--- src/logic/ptr_regs.svh ---
// register offsets, field positions, reset values and timing of the tuning register bank
`ifndef PTR_REGS_SVH
`define PTR_REGS_SVH
`define PTR_OFS_PROT_DIS   8'hdf
`define PTR_OFS_UV_CFG     8'he1
`define PTR_OFS_PSCOMP     8'he2
`define PTR_OFS_MODTUNE    8'he3
`define PTR_RST_PROT_DIS   9'h000
`define PTR_RST_UV_CFG     7'h00
`define PTR_RST_PSCOMP     12'h000
`define PTR_RST_MODTUNE    14'h0000
`define PTR_RST_CLAMP      7'h14
`define PTR_PD_OV_TRIP     0
`define PTR_PD_IIN_OC      1
`define PTR_PD_I_OC        2
`define PTR_PD_V_OC        3
`define PTR_PD_IPH_LIM     4
`define PTR_PD_UV_TRIP     5
`define PTR_PD_OT          6
`define PTR_PD_HIGH_WARN   7
`define PTR_PD_LOW_WARN    8
`define PTR_UV_LVL_LSB     0
`define PTR_UV_DLY_LSB     4
`define PTR_UV_ACT_BIT     6
`define PTR_PS_CLAMP_LSB   3
`define PTR_PS_ENTDE_LSB   6
`define PTR_PS_R2F_LSB     9
`define PTR_MT_DB1_BIT     0
`define PTR_MT_DK1_LSB     1
`define PTR_MT_DB2_BIT     3
`define PTR_MT_DK2_LSB     4
`define PTR_MT_DB3_BIT     6
`define PTR_MT_DK3_LSB     7
`define PTR_MT_PKC_LSB     9
`define PTR_MT_HPC_LSB     11
`define PTR_MT_GAIN_BIT    13
`define PTR_UV_HYST_MV     19
`define PTR_UVW_ABOVE_MV   66
`define PTR_UVW_HYST_MV    17
`define PTR_STEP_MV        20
`define PTR_CLK_MHZ        200
`define PTR_DLY0_US        10
`define PTR_DLY1_US        20
`define PTR_DLY2_US        40
`define PTR_DLY3_US        120
`endif

--- src/logic/ptr_pkg.sv ---
// types of the protection and loop tuning register bank
package ptr_pkg;
  typedef enum logic [1:0] {PTR_FULL, PTR_REDUCED, PTR_DIODE} ptr_pstate_t;
  typedef enum logic [1:0] {PTR_DK_HALF, PTR_DK_NORMAL, PTR_DK_QUARTER} ptr_decay_t;
  typedef struct packed {
    logic [8:0]  prot_dis;
    logic [6:0]  uv_cfg;
    logic [11:0] pscomp;
    logic [13:0] modtune;
  } ptr_bank_t;
  typedef struct packed {
    logic       dead_band_reduced;
    ptr_decay_t decay;
    logic [2:0] peak_cap_pf;
    logic [2:0] hpass_cap_pf;
    logic       gain_double;
  } ptr_tune_t;
endpackage

--- src/logic/ptr_top.sv ---
// register bank for protection disables, undervoltage handling and transient tuning
// Functional notes
// - nine disable bits, msb first: low_voltage_warning_disable, high_voltage_warning_disable, ot, uv trip, iph, ocv, oci, iin, ov
// - trip margin below dac: 105,141,178,214,252,291,328,402 mV, 19 mV hysteresis
// - warning sits 66 mV above trip threshold, 17 mV hysteresis
// - disable bits suppress undervoltage trip and warning
// - trip must persist 10, 20, 40 or 120 us before acting
// - action bit: zero reports only, one requests hiccup restart
// - compensation bottom clamp 20, 40, 60 or 80 mV
// - offset 0..140 mV in 20 mV steps entering diode emulation only
// - offset 0..60 mV only on reduced to full transition
// - bit 5 and bits 2:0 of compensation register stored, no effect
// - one phase: bit 0 dead band, bits 2:1 decay half/normal/quarter/half
// - two phase: bit 3 dead band, bits 5:4 decay, same coding
// - three or more phases: bit 6 dead band, bits 8:7 decay
// - per-phase tuning applies only when speed-up mode is zero
// - peak and high-pass capacitors 1 to 4 pF
// - bit 13 doubles balance gain
// - reduced state runs one or two phases per count; full runs more
// - selected bank of eight supplies register defaults
`timescale 1ns/10ps
`include "ptr_regs.svh"
module ptr_top #(
  parameter int MAX_PHASES = 6,
  parameter int DLY0_CYC   = `PTR_DLY0_US * `PTR_CLK_MHZ,
  parameter int DLY1_CYC   = `PTR_DLY1_US * `PTR_CLK_MHZ,
  parameter int DLY2_CYC   = `PTR_DLY2_US * `PTR_CLK_MHZ,
  parameter int DLY3_CYC   = `PTR_DLY3_US * `PTR_CLK_MHZ
) (
  input  wire logic                 clk,
  input  wire logic                 rst_n,
  input  wire logic [7:0]           cmd_code,
  input  wire logic                 cmd_wr,
  input  wire logic [15:0]          cmd_wdata,
  input  wire logic                 cmd_rd,
  output logic [15:0]               cmd_rdata_r,
  output logic                      cmd_rvalid_r,
  output logic                      cmd_unmapped_r,
  input  wire logic [2:0]           nonvolatile_bank_select,
  input  wire logic                 bank_load,
  input  wire ptr_pkg::ptr_bank_t   bank_data,
  output logic [2:0]                bank_addr_r,
  input  wire logic [11:0]          vout_mv,
  input  wire logic [11:0]          dac_mv,
  output logic                      low_voltage_trip_r,
  output logic                      low_voltage_warn_r,
  output logic                      hiccup_req_r,
  output logic [8:0]                prot_disable_r,
  input  wire ptr_pkg::ptr_pstate_t pstate,
  input  wire logic [1:0]           reduced_phase_count,
  input  wire logic [2:0]           speedup_mode,
  output logic [2:0]                phases_run_r,
  output logic [7:0]                comp_offset_mv_r,
  output logic [6:0]                clamp_mv_r,
  output logic                      tune_active_r,
  output ptr_pkg::ptr_tune_t        tune_r
);
  import ptr_pkg::*;

  // the persistence counter is 16 bits wide, so longer delays cannot be served
  if (MAX_PHASES < 3 || MAX_PHASES > 7 || DLY0_CYC < 1 || DLY1_CYC < 1 ||
      DLY2_CYC < 1 || DLY3_CYC < 1 || DLY0_CYC > 65535 || DLY1_CYC > 65535 ||
      DLY2_CYC > 65535 || DLY3_CYC > 65535) begin : g_param_check
    $error("ptr_top: unsupported parameter values");
  end

  function automatic logic [8:0] uv_level_mv(input logic [3:0] code);
    logic [8:0] v;
    v = 9'h000;
    unique case (code[2:0])
      3'h0: v = 9'h069;
      3'h1: v = 9'h08d;
      3'h2: v = 9'h0b2;
      3'h3: v = 9'h0d6;
      3'h4: v = 9'h0fc;
      3'h5: v = 9'h123;
      3'h6: v = 9'h148;
      3'h7: v = 9'h192;
    endcase
    // codes above 7h are undefined; held at the widest margin
    if (code[3]) begin
      v = 9'h192;
    end
    return v;
  endfunction

  function automatic ptr_decay_t decay_dec(input logic [1:0] code);
    ptr_decay_t d;
    d = PTR_DK_HALF;
    unique case (code)
      2'h1: d = PTR_DK_NORMAL;
      2'h2: d = PTR_DK_QUARTER;
      default: d = PTR_DK_HALF;
    endcase
    return d;
  endfunction

  function automatic logic [7:0] step_mv(input logic [2:0] code);
    return 8'(code * `PTR_STEP_MV);
  endfunction

  function automatic logic [2:0] cap_pf(input logic [1:0] code);
    return 3'(code) + 3'h1;
  endfunction

  // ---------------- register file ----------------
  logic [8:0]  prot_dis_r, prot_dis_nxt;
  logic [6:0]  uv_cfg_r, uv_cfg_nxt;
  logic [11:0] pscomp_r, pscomp_nxt;
  logic [13:0] modtune_r, modtune_nxt;
  logic [15:0] rdata_nxt;
  logic        rvalid_nxt, unmapped_nxt;
  logic [2:0]  bank_addr_nxt;

  always_comb begin
    prot_dis_nxt  = prot_dis_r;
    uv_cfg_nxt    = uv_cfg_r;
    pscomp_nxt    = pscomp_r;
    modtune_nxt   = modtune_r;
    bank_addr_nxt = nonvolatile_bank_select;
    if (bank_load) begin
      prot_dis_nxt = bank_data.prot_dis;
      uv_cfg_nxt   = bank_data.uv_cfg;
      pscomp_nxt   = bank_data.pscomp;
      modtune_nxt  = bank_data.modtune;
    end
    // a host write in the load cycle lands last, so the host value survives
    if (cmd_wr) begin
      unique case (cmd_code)
        `PTR_OFS_PROT_DIS: prot_dis_nxt = cmd_wdata[8:0];
        `PTR_OFS_UV_CFG:   uv_cfg_nxt   = cmd_wdata[6:0];
        `PTR_OFS_PSCOMP:   pscomp_nxt   = cmd_wdata[11:0];
        `PTR_OFS_MODTUNE:  modtune_nxt  = cmd_wdata[13:0];
        default: ;
      endcase
    end
    rvalid_nxt   = cmd_rd;
    unmapped_nxt = 1'b0;
    rdata_nxt    = 16'h0000;
    if (cmd_rd) begin
      unique case (cmd_code)
        `PTR_OFS_PROT_DIS: rdata_nxt = {7'h00, prot_dis_r};
        `PTR_OFS_UV_CFG:   rdata_nxt = {9'h000, uv_cfg_r};
        `PTR_OFS_PSCOMP:   rdata_nxt = {4'h0, pscomp_r};
        `PTR_OFS_MODTUNE:  rdata_nxt = {2'h0, modtune_r};
        default:           unmapped_nxt = 1'b1;
      endcase
    end
  end

  always_ff @(posedge clk or negedge rst_n) begin
    if (!rst_n) begin
      prot_dis_r     <= `PTR_RST_PROT_DIS;
      uv_cfg_r       <= `PTR_RST_UV_CFG;
      pscomp_r       <= `PTR_RST_PSCOMP;
      modtune_r      <= `PTR_RST_MODTUNE;
      cmd_rdata_r    <= 16'h0000;
      cmd_rvalid_r   <= 1'b0;
      cmd_unmapped_r <= 1'b0;
      bank_addr_r    <= 3'h0;
    end else begin
      prot_dis_r     <= prot_dis_nxt;
      uv_cfg_r       <= uv_cfg_nxt;
      pscomp_r       <= pscomp_nxt;
      modtune_r      <= modtune_nxt;
      cmd_rdata_r    <= rdata_nxt;
      cmd_rvalid_r   <= rvalid_nxt;
      cmd_unmapped_r <= unmapped_nxt;
      bank_addr_r    <= bank_addr_nxt;
    end
  end

  // ---------------- undervoltage ----------------
  // signed 14-bit so a large margin under a low dac cannot wrap
  logic signed [13:0] trip_thr, warn_thr, vout_s;
  logic               trip_raw_nxt, trip_raw_r;
  logic               warn_nxt, trip_nxt, hiccup_nxt;
  logic [15:0]        dly_cnt_r, dly_cnt_nxt, dly_lim;
  logic               trip_dis, warn_dis;

  always_comb begin
    trip_dis = prot_dis_r[`PTR_PD_UV_TRIP];
    warn_dis = prot_dis_r[`PTR_PD_LOW_WARN];
    vout_s   = 14'(vout_mv);
    trip_thr = 14'(dac_mv) - 14'(uv_level_mv(uv_cfg_r[`PTR_UV_LVL_LSB +: 4]));
    warn_thr = trip_thr + 14'(`PTR_UVW_ABOVE_MV);
    unique case (uv_cfg_r[`PTR_UV_DLY_LSB +: 2])
      2'h0: dly_lim = 16'(DLY0_CYC);
      2'h1: dly_lim = 16'(DLY1_CYC);
      2'h2: dly_lim = 16'(DLY2_CYC);
      2'h3: dly_lim = 16'(DLY3_CYC);
    endcase
    trip_raw_nxt = trip_raw_r;
    if (vout_s < trip_thr) begin
      trip_raw_nxt = 1'b1;
    end else if (vout_s >= trip_thr + 14'(`PTR_UV_HYST_MV)) begin
      trip_raw_nxt = 1'b0;
    end
    warn_nxt = low_voltage_warn_r;
    if (vout_s < warn_thr) begin
      warn_nxt = 1'b1;
    end else if (vout_s >= warn_thr + 14'(`PTR_UVW_HYST_MV)) begin
      warn_nxt = 1'b0;
    end
    if (warn_dis) begin
      warn_nxt = 1'b0;
    end
    if (trip_dis) begin
      trip_raw_nxt = 1'b0;
    end
    dly_cnt_nxt = 16'h0000;
    trip_nxt    = 1'b0;
    if (trip_raw_r) begin
      if (dly_cnt_r >= dly_lim) begin
        dly_cnt_nxt = dly_cnt_r;
        trip_nxt    = 1'b1;
      end else begin
        dly_cnt_nxt = dly_cnt_r + 16'h0001;
      end
    end
    if (trip_dis) begin
      trip_nxt = 1'b0;
    end
    hiccup_nxt = trip_nxt & uv_cfg_r[`PTR_UV_ACT_BIT];
  end

  always_ff @(posedge clk or negedge rst_n) begin
    if (!rst_n) begin
      trip_raw_r         <= 1'b0;
      dly_cnt_r          <= 16'h0000;
      low_voltage_trip_r <= 1'b0;
      low_voltage_warn_r <= 1'b0;
      hiccup_req_r       <= 1'b0;
      prot_disable_r     <= `PTR_RST_PROT_DIS;
    end else begin
      trip_raw_r         <= trip_raw_nxt;
      dly_cnt_r          <= dly_cnt_nxt;
      low_voltage_trip_r <= trip_nxt;
      low_voltage_warn_r <= warn_nxt;
      hiccup_req_r       <= hiccup_nxt;
      prot_disable_r     <= prot_dis_nxt;
    end
  end

  // ---------------- power state and tuning ----------------
  ptr_pstate_t pstate_r;
  logic [7:0]  offset_nxt;
  logic [6:0]  clamp_nxt;
  logic [2:0]  phases_nxt;
  logic        tune_act_nxt;
  ptr_tune_t   tune_nxt;

  always_comb begin
    offset_nxt = comp_offset_mv_r;
    // offset holds until the next state change; no offset on other transitions
    if (pstate != pstate_r) begin
      offset_nxt = 8'h00;
      if (pstate == PTR_DIODE) begin
        offset_nxt = step_mv(pscomp_r[`PTR_PS_ENTDE_LSB +: 3]);
      end else if (pstate == PTR_FULL && pstate_r == PTR_REDUCED) begin
        offset_nxt = step_mv({1'b0, pscomp_r[`PTR_PS_R2F_LSB +: 2]});
      end
    end
    clamp_nxt = 7'(step_mv({1'b0, pscomp_r[`PTR_PS_CLAMP_LSB +: 2]})
                   + 8'(`PTR_STEP_MV));
    unique case (pstate)
      PTR_REDUCED: phases_nxt = (reduced_phase_count == 2'h2) ? 3'h2 : 3'h1;
      default:     phases_nxt = 3'(MAX_PHASES);
    endcase
    tune_act_nxt = (speedup_mode == 3'h0);
    tune_nxt.dead_band_reduced = 1'b0;
    tune_nxt.decay             = PTR_DK_NORMAL;
    if (tune_act_nxt) begin
      if (phases_nxt == 3'h1) begin
        tune_nxt.dead_band_reduced = modtune_r[`PTR_MT_DB1_BIT];
        tune_nxt.decay             = decay_dec(modtune_r[`PTR_MT_DK1_LSB +: 2]);
      end else if (phases_nxt == 3'h2) begin
        tune_nxt.dead_band_reduced = modtune_r[`PTR_MT_DB2_BIT];
        tune_nxt.decay             = decay_dec(modtune_r[`PTR_MT_DK2_LSB +: 2]);
      end else begin
        tune_nxt.dead_band_reduced = modtune_r[`PTR_MT_DB3_BIT];
        tune_nxt.decay             = decay_dec(modtune_r[`PTR_MT_DK3_LSB +: 2]);
      end
    end
    tune_nxt.peak_cap_pf  = cap_pf(modtune_r[`PTR_MT_PKC_LSB +: 2]);
    tune_nxt.hpass_cap_pf = cap_pf(modtune_r[`PTR_MT_HPC_LSB +: 2]);
    tune_nxt.gain_double  = modtune_r[`PTR_MT_GAIN_BIT];
  end

  always_ff @(posedge clk or negedge rst_n) begin
    if (!rst_n) begin
      pstate_r         <= PTR_FULL;
      comp_offset_mv_r <= 8'h00;
      clamp_mv_r       <= `PTR_RST_CLAMP;
      phases_run_r     <= 3'h0;
      tune_active_r    <= 1'b0;
      tune_r           <= '0;
    end else begin
      pstate_r         <= pstate;
      comp_offset_mv_r <= offset_nxt;
      clamp_mv_r       <= clamp_nxt;
      phases_run_r     <= phases_nxt;
      tune_active_r    <= tune_act_nxt;
      tune_r           <= tune_nxt;
    end
  end
endmodule

--- config.mk ---
export PLATFORM = sky130hd
export DESIGN_NAME = ptr_top
export DESIGN_NICKNAME = d
export VERILOG_FILES = /design/src/logic/ptr_pkg.sv /design/src/logic/ptr_top.sv
export VERILOG_INCLUDE_DIRS = /design/src /design/src/logic
export SDC_FILE = /design/constraint.sdc
export NUM_CORES = 1
export LEC_CHECK = 0
export BUFFER_PORTS_ARGS = -buffer_cell sky130_fd_sc_hd__buf_2
export CAP_MARGIN = 25
export CORE_MARGIN = 8
export CORE_UTILIZATION = 50
export DETAILED_ROUTE_END_ITERATION = 10
export GPL_TIMING_DRIVEN = 0
export HOLD_SLACK_MARGIN = 0.15
export PLACE_DENSITY = 0.77
export SYNTH_ARGS = -nofsm -noshare
export SYNTH_HDL_FRONTEND = slang
export SYNTH_SLANG_ARGS = --single-unit
--- constraint.sdc ---
create_clock -name clk -period 4.5 [get_ports clk]
set_input_delay 0.9 -clock clk [delete_from_list [all_inputs] [get_ports clk]]
set_output_delay 0.9 -clock clk [all_outputs]
set_load 0.02 [all_outputs]
# Word-level counts from Yosys, hierarchy flattened
# Memories as Yosys holds them, arrays and structs flattened.
# Cells that the tools add are included.
[totals] rom_bits=72 memories=1 in_bits=105 ff_bits=114
[op_classes] eq_ne=21 order_cmp=5 n_reduce_logical=7 addsub=8 muxes=39 n_mul=3 bitwise_logic=1
[memory_table] memory="(no name shown)" words=8 width=9 read_ports=1 rd_clocked_by_memory_dff=0 write_ports=0 line_no="ptr_top.sv:70" text="unique case (code[2:0])"
[ops] operator="one-hot mux 16 bit (4 select lines)" n=1
[ops] operator="two-way mux 14 bit" n=4
[ops] operator="one-hot mux 14 bit (4 select lines)" n=1
[ops] operator="two-way mux 12 bit" n=3
[ops] operator="two-way mux 9 bit" n=4
[ops] operator="== test 8 bit (second input constant)" n=4
[ops] operator="two-way mux 16 bit" n=2
[ops] operator=">= comparator 13 x 14 -> 1 bit" n=2
[ops] operator="two-way mux 7 bit" n=4
[ops] operator="adder 16 x 1 -> 16 bit (second input constant)" n=1
[ops] operator=">= comparator 16 bit" n=1
[ops] operator="adder 13 x 6 -> 14 bit (second input constant)" n=1
[ops] operator="adder 13 x 8 -> 14 bit (second input constant)" n=1
[ops] operator="adder 14 x 6 -> 14 bit (second input constant)" n=1
[ops] operator="== test 2 bit (second input constant)" n=7
[ops] operator="< comparator 13 x 14 -> 1 bit" n=1
[ops] operator="< comparator 13 bit" n=1
[ops] operator="subtractor 12 x 9 -> 13 bit" n=1
[ops] operator="== test 2 x 1 -> 1 bit (second input constant)" n=6
[ops] operator="two-way mux 3 bit" n=4
[ops] operator="one-hot mux 2 bit (2 select lines)" n=3
[ops] operator="two-way mux 1 bit" n=11
[ops] operator="multiplier 2 x 3 -> 5 bit (second input constant)" n=2
[ops] operator="two-way mux 8 bit" n=1
[ops] operator="14 further kinds" n=17

# Logic depth before layout (Yosys ltp)
# Gate-level depths: netlist of run 1.
# An unclocked memory read counts as a cell.
[depth] depth_word=9 depth_mapped=25 mapped_depth_nobuf=25

# Worst setup path after synthesis of run 1
# No wires, ideal clock.
[synth_timing] path_type="input-to-reg" from="in dac_mv[0]" to="reg low_voltage_warn_r" setup_ps=94 required_ps=4406 arrival_ps=5001 n_path_buf=1 cell_stages=21 path_slack_ps=-594 path_cell_list="inv_1 ha_1 fa_1 xor2_1 inv_1 ha_1 clkbuf_1 inv_1 xnor2_1 and3_1 nor3_1 or2_2 xnor2_1 ha_1 a2111oi_0 o21ai_0 a221o_1 a31oi_1 nor2_1 a211o_1 a221oi_2"
[synth_via] elab_chain_len=5 elab_cells_between_ends=8 classes_between="add/sub (3); order compare (2); mux (2); reduce/logical (1)"
[synth_lines] element="start, declared" line_no="ptr_top.sv:44" text="input wire logic [11:0] dac_mv,"
[synth_lines] element="subtractor 12 x 9 -> 13 bit *" line_no="ptr_top.sv:185" text="trip_thr = 14'(dac_mv) - 14'(uv_level_mv(uv_cfg_r[`PTR_UV_LVL_LSB +: 4]));"
[synth_lines] element="adder 13 x 8 -> 14 bit *" line_no="ptr_top.sv:186" text="warn_thr = trip_thr + 14'(`PTR_UVW_ABOVE_MV);"
[synth_lines] element="adder 14 x 6 -> 14 bit / < comparator 13 x 14 -> 1 bit (equally long branches)" line_no="ptr_top.sv:202, ptr_top.sv:200"
[synth_lines] element=">= comparator 13 x 14 -> 1 bit / two-way mux 1 bit (equally long branches)" line_no="ptr_top.sv:202, ptr_top.sv:200"
[synth_lines] element="nonzero test 3 bit (no line) / two-way mux 1 bit (equally long branches)"
[synth_lines] element="end signal, assigned" line_no="ptr_top.sv:239" text="low_voltage_warn_r <= warn_nxt;"
[synth_lines] element="end, declared" line_no="ptr_top.sv:46" text="output logic low_voltage_warn_r,"
# Every way passes the cells marked *; elsewhere a longest branch is shown, timed or not.
# A chain may end at the register's enable or synchronous reset.

# Worst setup path after layout of run 1
[layout_timing] from="reg uv_cfg_r[0]" to="reg low_voltage_warn_r"
[layout_via] elab_chain_len=7 elab_cells_between_ends=10 classes_between="add/sub (3); order compare (2); mux (3); reduce/logical (1); memory (1)"
[layout_lines] element="start, declared" line_no="ptr_top.sv:108" text="logic [6:0] uv_cfg_r, uv_cfg_nxt;"
[layout_lines] element="start signal, assigned" line_no="ptr_top.sv:154" text="uv_cfg_r <= `PTR_RST_UV_CFG;"
[layout_lines] element="start signal, assigned" line_no="ptr_top.sv:163" text="uv_cfg_r <= uv_cfg_nxt;"
[layout_lines] element="memory (8 x 9 bit) *"
[layout_lines] element="two-way mux 9 bit *" line_no="ptr_top.sv:81" text="if (code[3]) begin"
[layout_lines] element="subtractor 12 x 9 -> 13 bit *" line_no="ptr_top.sv:185"
[layout_lines] element="adder 13 x 8 -> 14 bit *" line_no="ptr_top.sv:186"
[layout_lines] element="adder 14 x 6 -> 14 bit / < comparator 13 x 14 -> 1 bit (equally long branches)" line_no="ptr_top.sv:202, ptr_top.sv:200"
[layout_lines] element=">= comparator 13 x 14 -> 1 bit / two-way mux 1 bit (equally long branches)" line_no="ptr_top.sv:202, ptr_top.sv:200"
[layout_lines] element="nonzero test 3 bit (no line) / two-way mux 1 bit (equally long branches)"
# Marked as above.

==> metrics.md, run 1 <==
| Metric | Value |
|---|---|
| Syn avg cell area | 9.302 µm² |
| Routability cong. | 0.8837 |
| Combinational power share | 0.525 |
| Global-route wire length before repair | 35.21 mm |
| Min Hold Slack | 0.4158 ns |
| Layout Cells excl Fill | 1230 |
| Worst Path Arrival | 5.08 ns |
| Reg clk slew, reported paths | 0.07 ns |
| Global Route Usage Sum | 0.2232 |
| CTS tree | built |
| Synth Instances | 806 |
| Seq pwr share | 0.270 |
| I/O pins | 167 |
| Yosys warning count | 0 |
| EDFF count, synth | 0 |
| VDD IR max | 0.2251 mV |
| Startpoint Class | flop |
| CP Capture Type | flop |
| RSZ-0062 raised after global routing | true |
| Antenna violations before repair | 7 |
| DRC viols | 0 |
| H-tree depth | 3 |
| Required @ worst endpoint | 4.75 ns |
| Tmin final | 4.832 ns |
| Vias per cell | 5.733 |
| Async SR Flop Fraction | 1.000 |
| Final count of hold timing violations | 0 |
| Least-Margin Pin Slew | 0.8685 ns |
| P&R area growth vs syn | 31.73% |
| Crit share post-route | 1.074 |
| Count of pins over their slew limit | 0 |
| CTS buffer count | 9 |
| Slew HR | 0.4210 |
| Routed len/inst | 18.74 µm |
| Worst hold start | modtune_r[13] |
| Post-synthesis sequential area ratio | 0.3575 |
| Setup ws final | -0.3315 ns |
| Clock Skews | 0.01744 ns |
| Die X | 138.5 µm |
| Synthesized area | 0.007497 mm² |
| Post-layout instance area | 0.009876 mm² |
| DR iter-0 viols | 668 |
| Max frequency | 207.0 MHz |
| Via count | 7051 |
| Share of layout cells above drive strength 1 | 0.3285 |
| DP HPWL | 16.35 mm |
| CTS Sinks | 107 |
| Vias in the first global route | 6873 |
| Pwr Density | 413.5 mW/mm² |
| Status | finished, violations left |
| Nets | 1219 |
| # placed instances | 1154 |
| Clock power frac | 0.204 |
| Drt total wl | 23.06 mm |
| Worst r2r src | uv_cfg_r[0] |
| Starting density of the core | 0.5139 |
| Final setup fails | 1 |
| Hold WC Path Type | flop to flop |
| Net switching power | 0.001585 W |
| Crit path from | uv_cfg_r[0] |
| Die area | 0.01917 mm² |
| Clk buf depth | 2 |
| Post-CTS Hold Buffers | 0 |
| IO buf count | 157 |
| Ys flop type | dfrtp_1 |
| CP max FO | 5 |
| Failing checks | negative setup slack |
| Synth unique cells | 75 |
| P_int | 0.002499 W |
| CTS Root Cell | clkbuf_16 |
| Leakage | 4.833 nW |
| Net Sw Frac | 0.3881 |
| Die height | 138.5 µm |
| Crit path kind | flop to flop |
| Largest net degree at the start of global routing | 62 |
| Grt total ovfl | 0 |
| Synthesized flop and latch total | 107 |
| Post-Place Cell Area | 0.008646 mm² |
| Rows | 44 |
| MaxCap Viol Count | 0 |
| Core Box Area | 0.01459 mm² |
| Detailed Routing Iterations Pass 1 | 5 |
| ANT nets after route | 0 |
| Clock latency on the worst-skew pair | 0.35 ns |
## worst max-delay path, stage by stage, from the launching register on
cell,delay (ns)
dfrtp_2,0.45
ha_4,0.18
nor2b_4,0.12
nor3_2,0.06
ha_2,0.20
fa_2,0.40
buf_6,0.14
xor2_4,0.14
inv_2,0.11
ha_4,0.16
buf_8,0.14
nand3_2,0.13
o21a_4,0.28
or4_4,0.56
xor2_2,0.18
inv_1,0.08
xnor2_1,0.13
ha_1,0.30
a21o_1,0.17
a31oi_2,0.18
nor2_1,0.06
a211o_1,0.30
a221oi_2,0.26
## cells in the mapped netlist, types with 4 or more instances
cell type	instances	area (µm²)
a21boi_0	5	37.54
a211o_1	5	43.79
clkbuf_1	19	71.32
or3_1	7	43.79
a22oi_1	19	142.6
o211ai_1	5	37.54
nand2_1	43	161.4
nand3_1	12	60.06
inv_2	4	15.01
o21ai_0	27	135.1
and2_1	15	93.84
a21oi_1	79	395.4
dfrtp_1	105	2628
nor2b_1	7	43.79
nor4b_1	4	35.03
a21o_1	19	142.6
ha_1	77	963.4
a31oi_1	6	37.54
mux2i_1	45	450.4
xnor2_1	29	254.0
nor3_1	11	55.05
nor2_1	90	337.8
inv_1	51	191.4
nor3b_1	8	60.06
nand4_1	6	37.54
nand2b_1	9	56.30
and3_1	9	56.30
buf_4	7	52.55
o21a_1	6	45.04
xor2_1	13	113.9
## repair_timing
item / 4_1_cts / 5_1_grt
setup endpoints to repair: 2 / 2
cloned: 1 / 1
pin swaps: 40 / 35
setup buffers: 40 / 16
resized for setup: 64 / 34
## layer usage
layer | vias to the layer above | part of all wire | track usage
li1 | 3303 | - | -
met1 | 3393 | 0.40 | 0.2694
met2 | 295 | 0.50 | 0.3802
met3 | 56 | 0.069 | 0.05240
met4 | 4 | 0.031 | 0.07895
met5 | - | 0.0011 | 0
## stage by stage
step / total power (W) / setup TNS, ns / setup slack (ns) / util
2_1_floorplan: 0.002327 / -0.1874 / -0.1874 / -
3_3_place_gp: 0.002679 / -0.7348 / -0.7348 / 0.5901
3_5_place_dp: 0.002720 / -0.8691 / -0.8443 / 0.5926
4_1_cts: 0.003876 / -0.1927 / -0.1927 / 0.6558
5_1_grt: 0.004324 / -0.5183 / -0.5095 / 0.6769
6_report: 0.004084 / -0.3315 / -0.3315 / 0.6769
## kinds of logic (layout without fill, tap and decap cells)
logic type | Yosys count | count (layout) | synth area share
and+or+nand+nor | 241 | 241 | 0.1644
AOI/OAI and AO/OA | 203 | 204 | 0.1814
DFF | 107 | 107 | 0.3575
buffers and inverters | 85 | 314 | 0.04723
adders and majority gates | 78 | 78 | 0.1312
xor gates and xnor gates | 46 | 46 | 0.05774
muxes | 45 | 45 | 0.06008
other | 1 | 11 | 0.0005002
## worst paths after layout
path                                       to  slack, ns  depth (start not counted)
hold / removal                      tune_r[0]       0.42                          0
max in group asynchronous         uv_cfg_r[0]       3.18                          2
setup / recovery           low_voltage_warn_r      -0.33                         22
setup reg to reg           low_voltage_warn_r      -0.33                         22
hold reg to reg                     tune_r[0]       0.42                          0
min in group asynchronous  low_voltage_warn_r       0.62                          1
## state kept, by name, indices dropped and copies added (netlist names), 2 cells and up
register / cells
pstate_r: 2
phases_run_r: 3
comp_offset_mv_r: 6
cmd_rdata_r: 14
tune_r: 10
pscomp_r: 12
dly_cnt_r: 16
modtune_r: 14
clamp_mv_r: 4
prot_disable_r: 9
bank_addr_r: 3
uv_cfg_r: 7
## power groups by stage
stage	logic, W	clock network [W]	registers, W
3_5_place_dp	0.00160	0	0.00112
3_3_place_gp	0.00156	0	0.00112
4_1_cts	0.00193	0.000843	0.00110
2_1_floorplan	0.00118	0	0.00115
5_1_grt	0.00233	0.000882	0.00111
6_report	0.00215	0.000834	0.00110
## layout make-up
type / count / area, µm²
clock buffer: 10 / 239.0
tap: 184 / 230.2
fill: 1082 / 4713
antenna: 5 / 12.51
timing repair buffer: 215 / 1247
multi-input combinational: 620 / 5006
inverter: 55 / 216.5
buffer: 28 / 163.9
sequential: 107 / 2681
clock inverter: 6 / 78.83
## cells in the final DEF (no fill, tap or decap), drive strengths merged, types with 3 or more instances in the layout
cell type	count
nor4b	4
nor3	13
nand2b	10
or3	7
o21a	6
nand4	6
nor2	93
clkbuf	27
nand3b	3
o211ai	5
a22oi	19
a21oi	80
nand2	43
a21boi	6
mux2i	45
inv	58
diode	5
a31oi	6
and2	16
or2	3
o311ai	3
buf	226
a21o	19
conb	6
nor2b	7
dfrtp	105
a211oi	5
xnor2	32
and3	9
xor2	14
nand3	12
a211o	5
nor3b	8
o21ai	30
ha	77
Power figures use the tool's default switching activity.
==> inputs of run 2 (changes only) <==
Settings changed: ABC_AREA set to 1.
==> metrics.md, run 2 <==
| Metric | Value |
|---|---|
| Nets | 1350 |
| DRC viols | 0 |
| IO buf count | 157 |
| Reg clk slew, reported paths | 0.08 ns |
| CTS tree | built |
| Synthesized area | 0.007557 mm² |
| Top delay family on crit path | compound AO/OA/AOI/OAI gates |
| VDD IR max | 0.2025 mV |
| Leakage | 4.777 nW |
| Synthesized flop and latch total | 107 |
| Synth unique cells | 56 |
| Met1 usage | 0.2589 |
| Die X | 138.9 µm |
| DP HPWL | 16.99 mm |
| Reg with most FFs | dly_cnt_r |
| Global Route Usage Sum | 0.2187 |
| Antenna violations before repair | 0 |
| Main area contributors after synthesis | dfrtp_1 35%, ha_1 13%, nand2_1 12%, inv_1 6.4%, o21ai_0 5.0% |
| Post-layout instance area | 0.008999 mm² |
| Via count | 7297 |
| CTS Sinks | 107 |
| Core Box Area | 0.01498 mm² |
| CP Capture Type | flop |
| Most frequent cells in the layout | 234 x nand2_1, 156 x buf_2, 123 x inv_1 |
| Starting density of the core | 0.5046 |
| Vias in the first global route | 7231 |
| P&R area growth vs syn | 19.07% |
| I/O pins | 167 |
| Crit share post-route | 0.9416 |
| Top post-synthesis cells by count | 237 x nand2_1, 128 x inv_1, 105 x dfrtp_1 |
| Hold WC Path Type | flop to flop |
| Post-CTS Hold Buffers | 0 |
| Clock Skews | 0.01115 ns |
| Status | completed |
| Post-Place Cell Area | 0.008620 mm² |
| Rows | 45 |
| MaxCap Viol Count | 0 |
| Syn avg cell area | 7.641 µm² |
| Leading registers by flop count | dly_cnt_r (16), cmd_rdata_r (14), modtune_r (14) |
| Required @ worst endpoint | 4.79 ns |
| Routability cong. | 0.9094 |
| H-tree depth | 3 |
| Post-synthesis sequential area ratio | 0.3546 |
| Die height | 138.9 µm |
| Reg2Reg Setup Slack | 0.26 ns |
| Max frequency | 236.0 MHz |
| Core Util, Final | 0.6008 |
| Grt total ovfl | 0 |
| Crit path kind | flop to flop |
| DR iter-0 viols | 506 |
| Vias per cell | 5.365 |
| WP buf/inv | 4 |
| Max reg flops | 16 |
| Total power | 0.003265 W |
| Global-route wire length before repair | 34.47 mm |
| ANT nets after route | 0 |
| Clk buf depth | 2 |
| CTS buffer count | 9 |
| Critical Path Most Common Cell | nand2_1 |
| Met2 Track Usage GR | 0.3752 |
| EDFF count, synth | 0 |
| Worst hold start | modtune_r[13] |
| Async SR Flop Fraction | 1.000 |
| Synth Instances | 989 |
| Worst r2r src | uv_cfg_r[0] |
| Clock latency on the worst-skew pair | 0.36 ns |
| Worst Path Arrival | 4.53 ns |
| Slowest CP cell | dfrtp_1 |
| Yosys warning count | 0 |
| Min Hold Slack | 0.3780 ns |
| Startpoint Class | flop |
| Area leader, netlist | dfrtp_1 |
| Final count of hold timing violations | 0 |
| Largest net degree at the start of global routing | 70 |
| Met3 usage in global routing | 0.05198 |
| Count of pins over their slew limit | 0 |
| Pwr Density | 362.8 mW/mm² |
| Detailed Routing Iterations Pass 1 | 5 |
| Ys flop type | dfrtp_1 |
| Share of layout cells above drive strength 1 | 0.2210 |
| Slowest stage delay, CP | 0.45 ns |
| Most Crowded Layer GR | met2 |
| Ant. Diodes | 0 |
| Crit path from | uv_cfg_r[0] |
| Routed len/inst | 15.63 µm |
| CTS Root Cell | clkbuf_16 |
| CP max FO | 6 |
| Least-Margin Pin Slew | 0.9846 ns |
| Drt total wl | 21.25 mm |
| Final setup fails | 0 |
| Commonest non-fill, non-tap cell in the layout | nand2_1 |
| Most frequent cell after synthesis | nand2_1 |
| Tmin final | 4.237 ns |
| Slew HR | 0.3385 |
| Die area | 0.01930 mm² |
| Top cell type's share of synthesized area | 0.3477 |
-- run 2: metal layers --
layer  vias to the layer above  share of wire
met3                        39          0.066
met5                         -              0
met1                      3387           0.42
met4                         0          0.024
met2                       269           0.48
li1                       3602              -
-- run 2: cell type report --
type	instances	area (µm²)
fillers	1400	5978
well taps	188	235.2
clock inverters	5	45.04
clock buffers	11	252.7
repair buffers	162	838.3
multi-input cells	725	4302
inverters	138	520.5
flip-flops and latches	107	2681
plain buffers	24	123.9
-- run 2: worst paths after layout --
path | end | cells past startpoint
hold reg to reg | tune_r[0] | 0
min in group asynchronous | comp_offset_mv_r[5] | 1
max in group asynchronous | clamp_mv_r[4] | 2
setup / recovery | low_voltage_warn_r | 29
hold / removal | tune_r[0] | 0
setup reg to reg | low_voltage_warn_r | 29
-- run 2: logic make-up after synthesis --
kind of cell | Yosys count | synth area share
xor+xnor | 17 | 0.01970
buf+inv | 162 | 0.08527
compound gates | 175 | 0.1315
fa+ha+maj | 78 | 0.1301
simple gates | 436 | 0.2606
mux | 13 | 0.01772
other cells | 1 | 0.0004962
flops | 107 | 0.3546
-- run 2: power breakdown --
group	internal [W]	switching, W	total, W	leakage, nW
sequential	0.00103	0.0000498	0.00108	1.35
combinational	0.000536	0.000855	0.00139	3.29
clock	0.000414	0.000379	0.000793	0.138
-- run 2: metrics by stage --
stage | setup WS, ns | setup TNS, ns | instances
after floorplan | 0.3262 | 0 | 994
after global placement | -0.1204 | -0.1204 | 1339
after detailed placement | -0.2279 | -0.2279 | 1340
after CTS | 0.001691 | 0 | 1356
after global routing | -0.07538 | -0.07538 | 1360
final | 0.2628 | 0 | 1360
-- run 2: repair_timing --
| item | CTS | global route |
|---|---|---|
| endpoints found under the hold margin | 0 | 0 |
| buffers inserted | 0 | 4 |
| resized for setup | 2 | 20 |
| endpoints found under the setup margin | 1 | 1 |
| gates cloned | 0 | 0 |
| pin swaps | 0 | 2 |
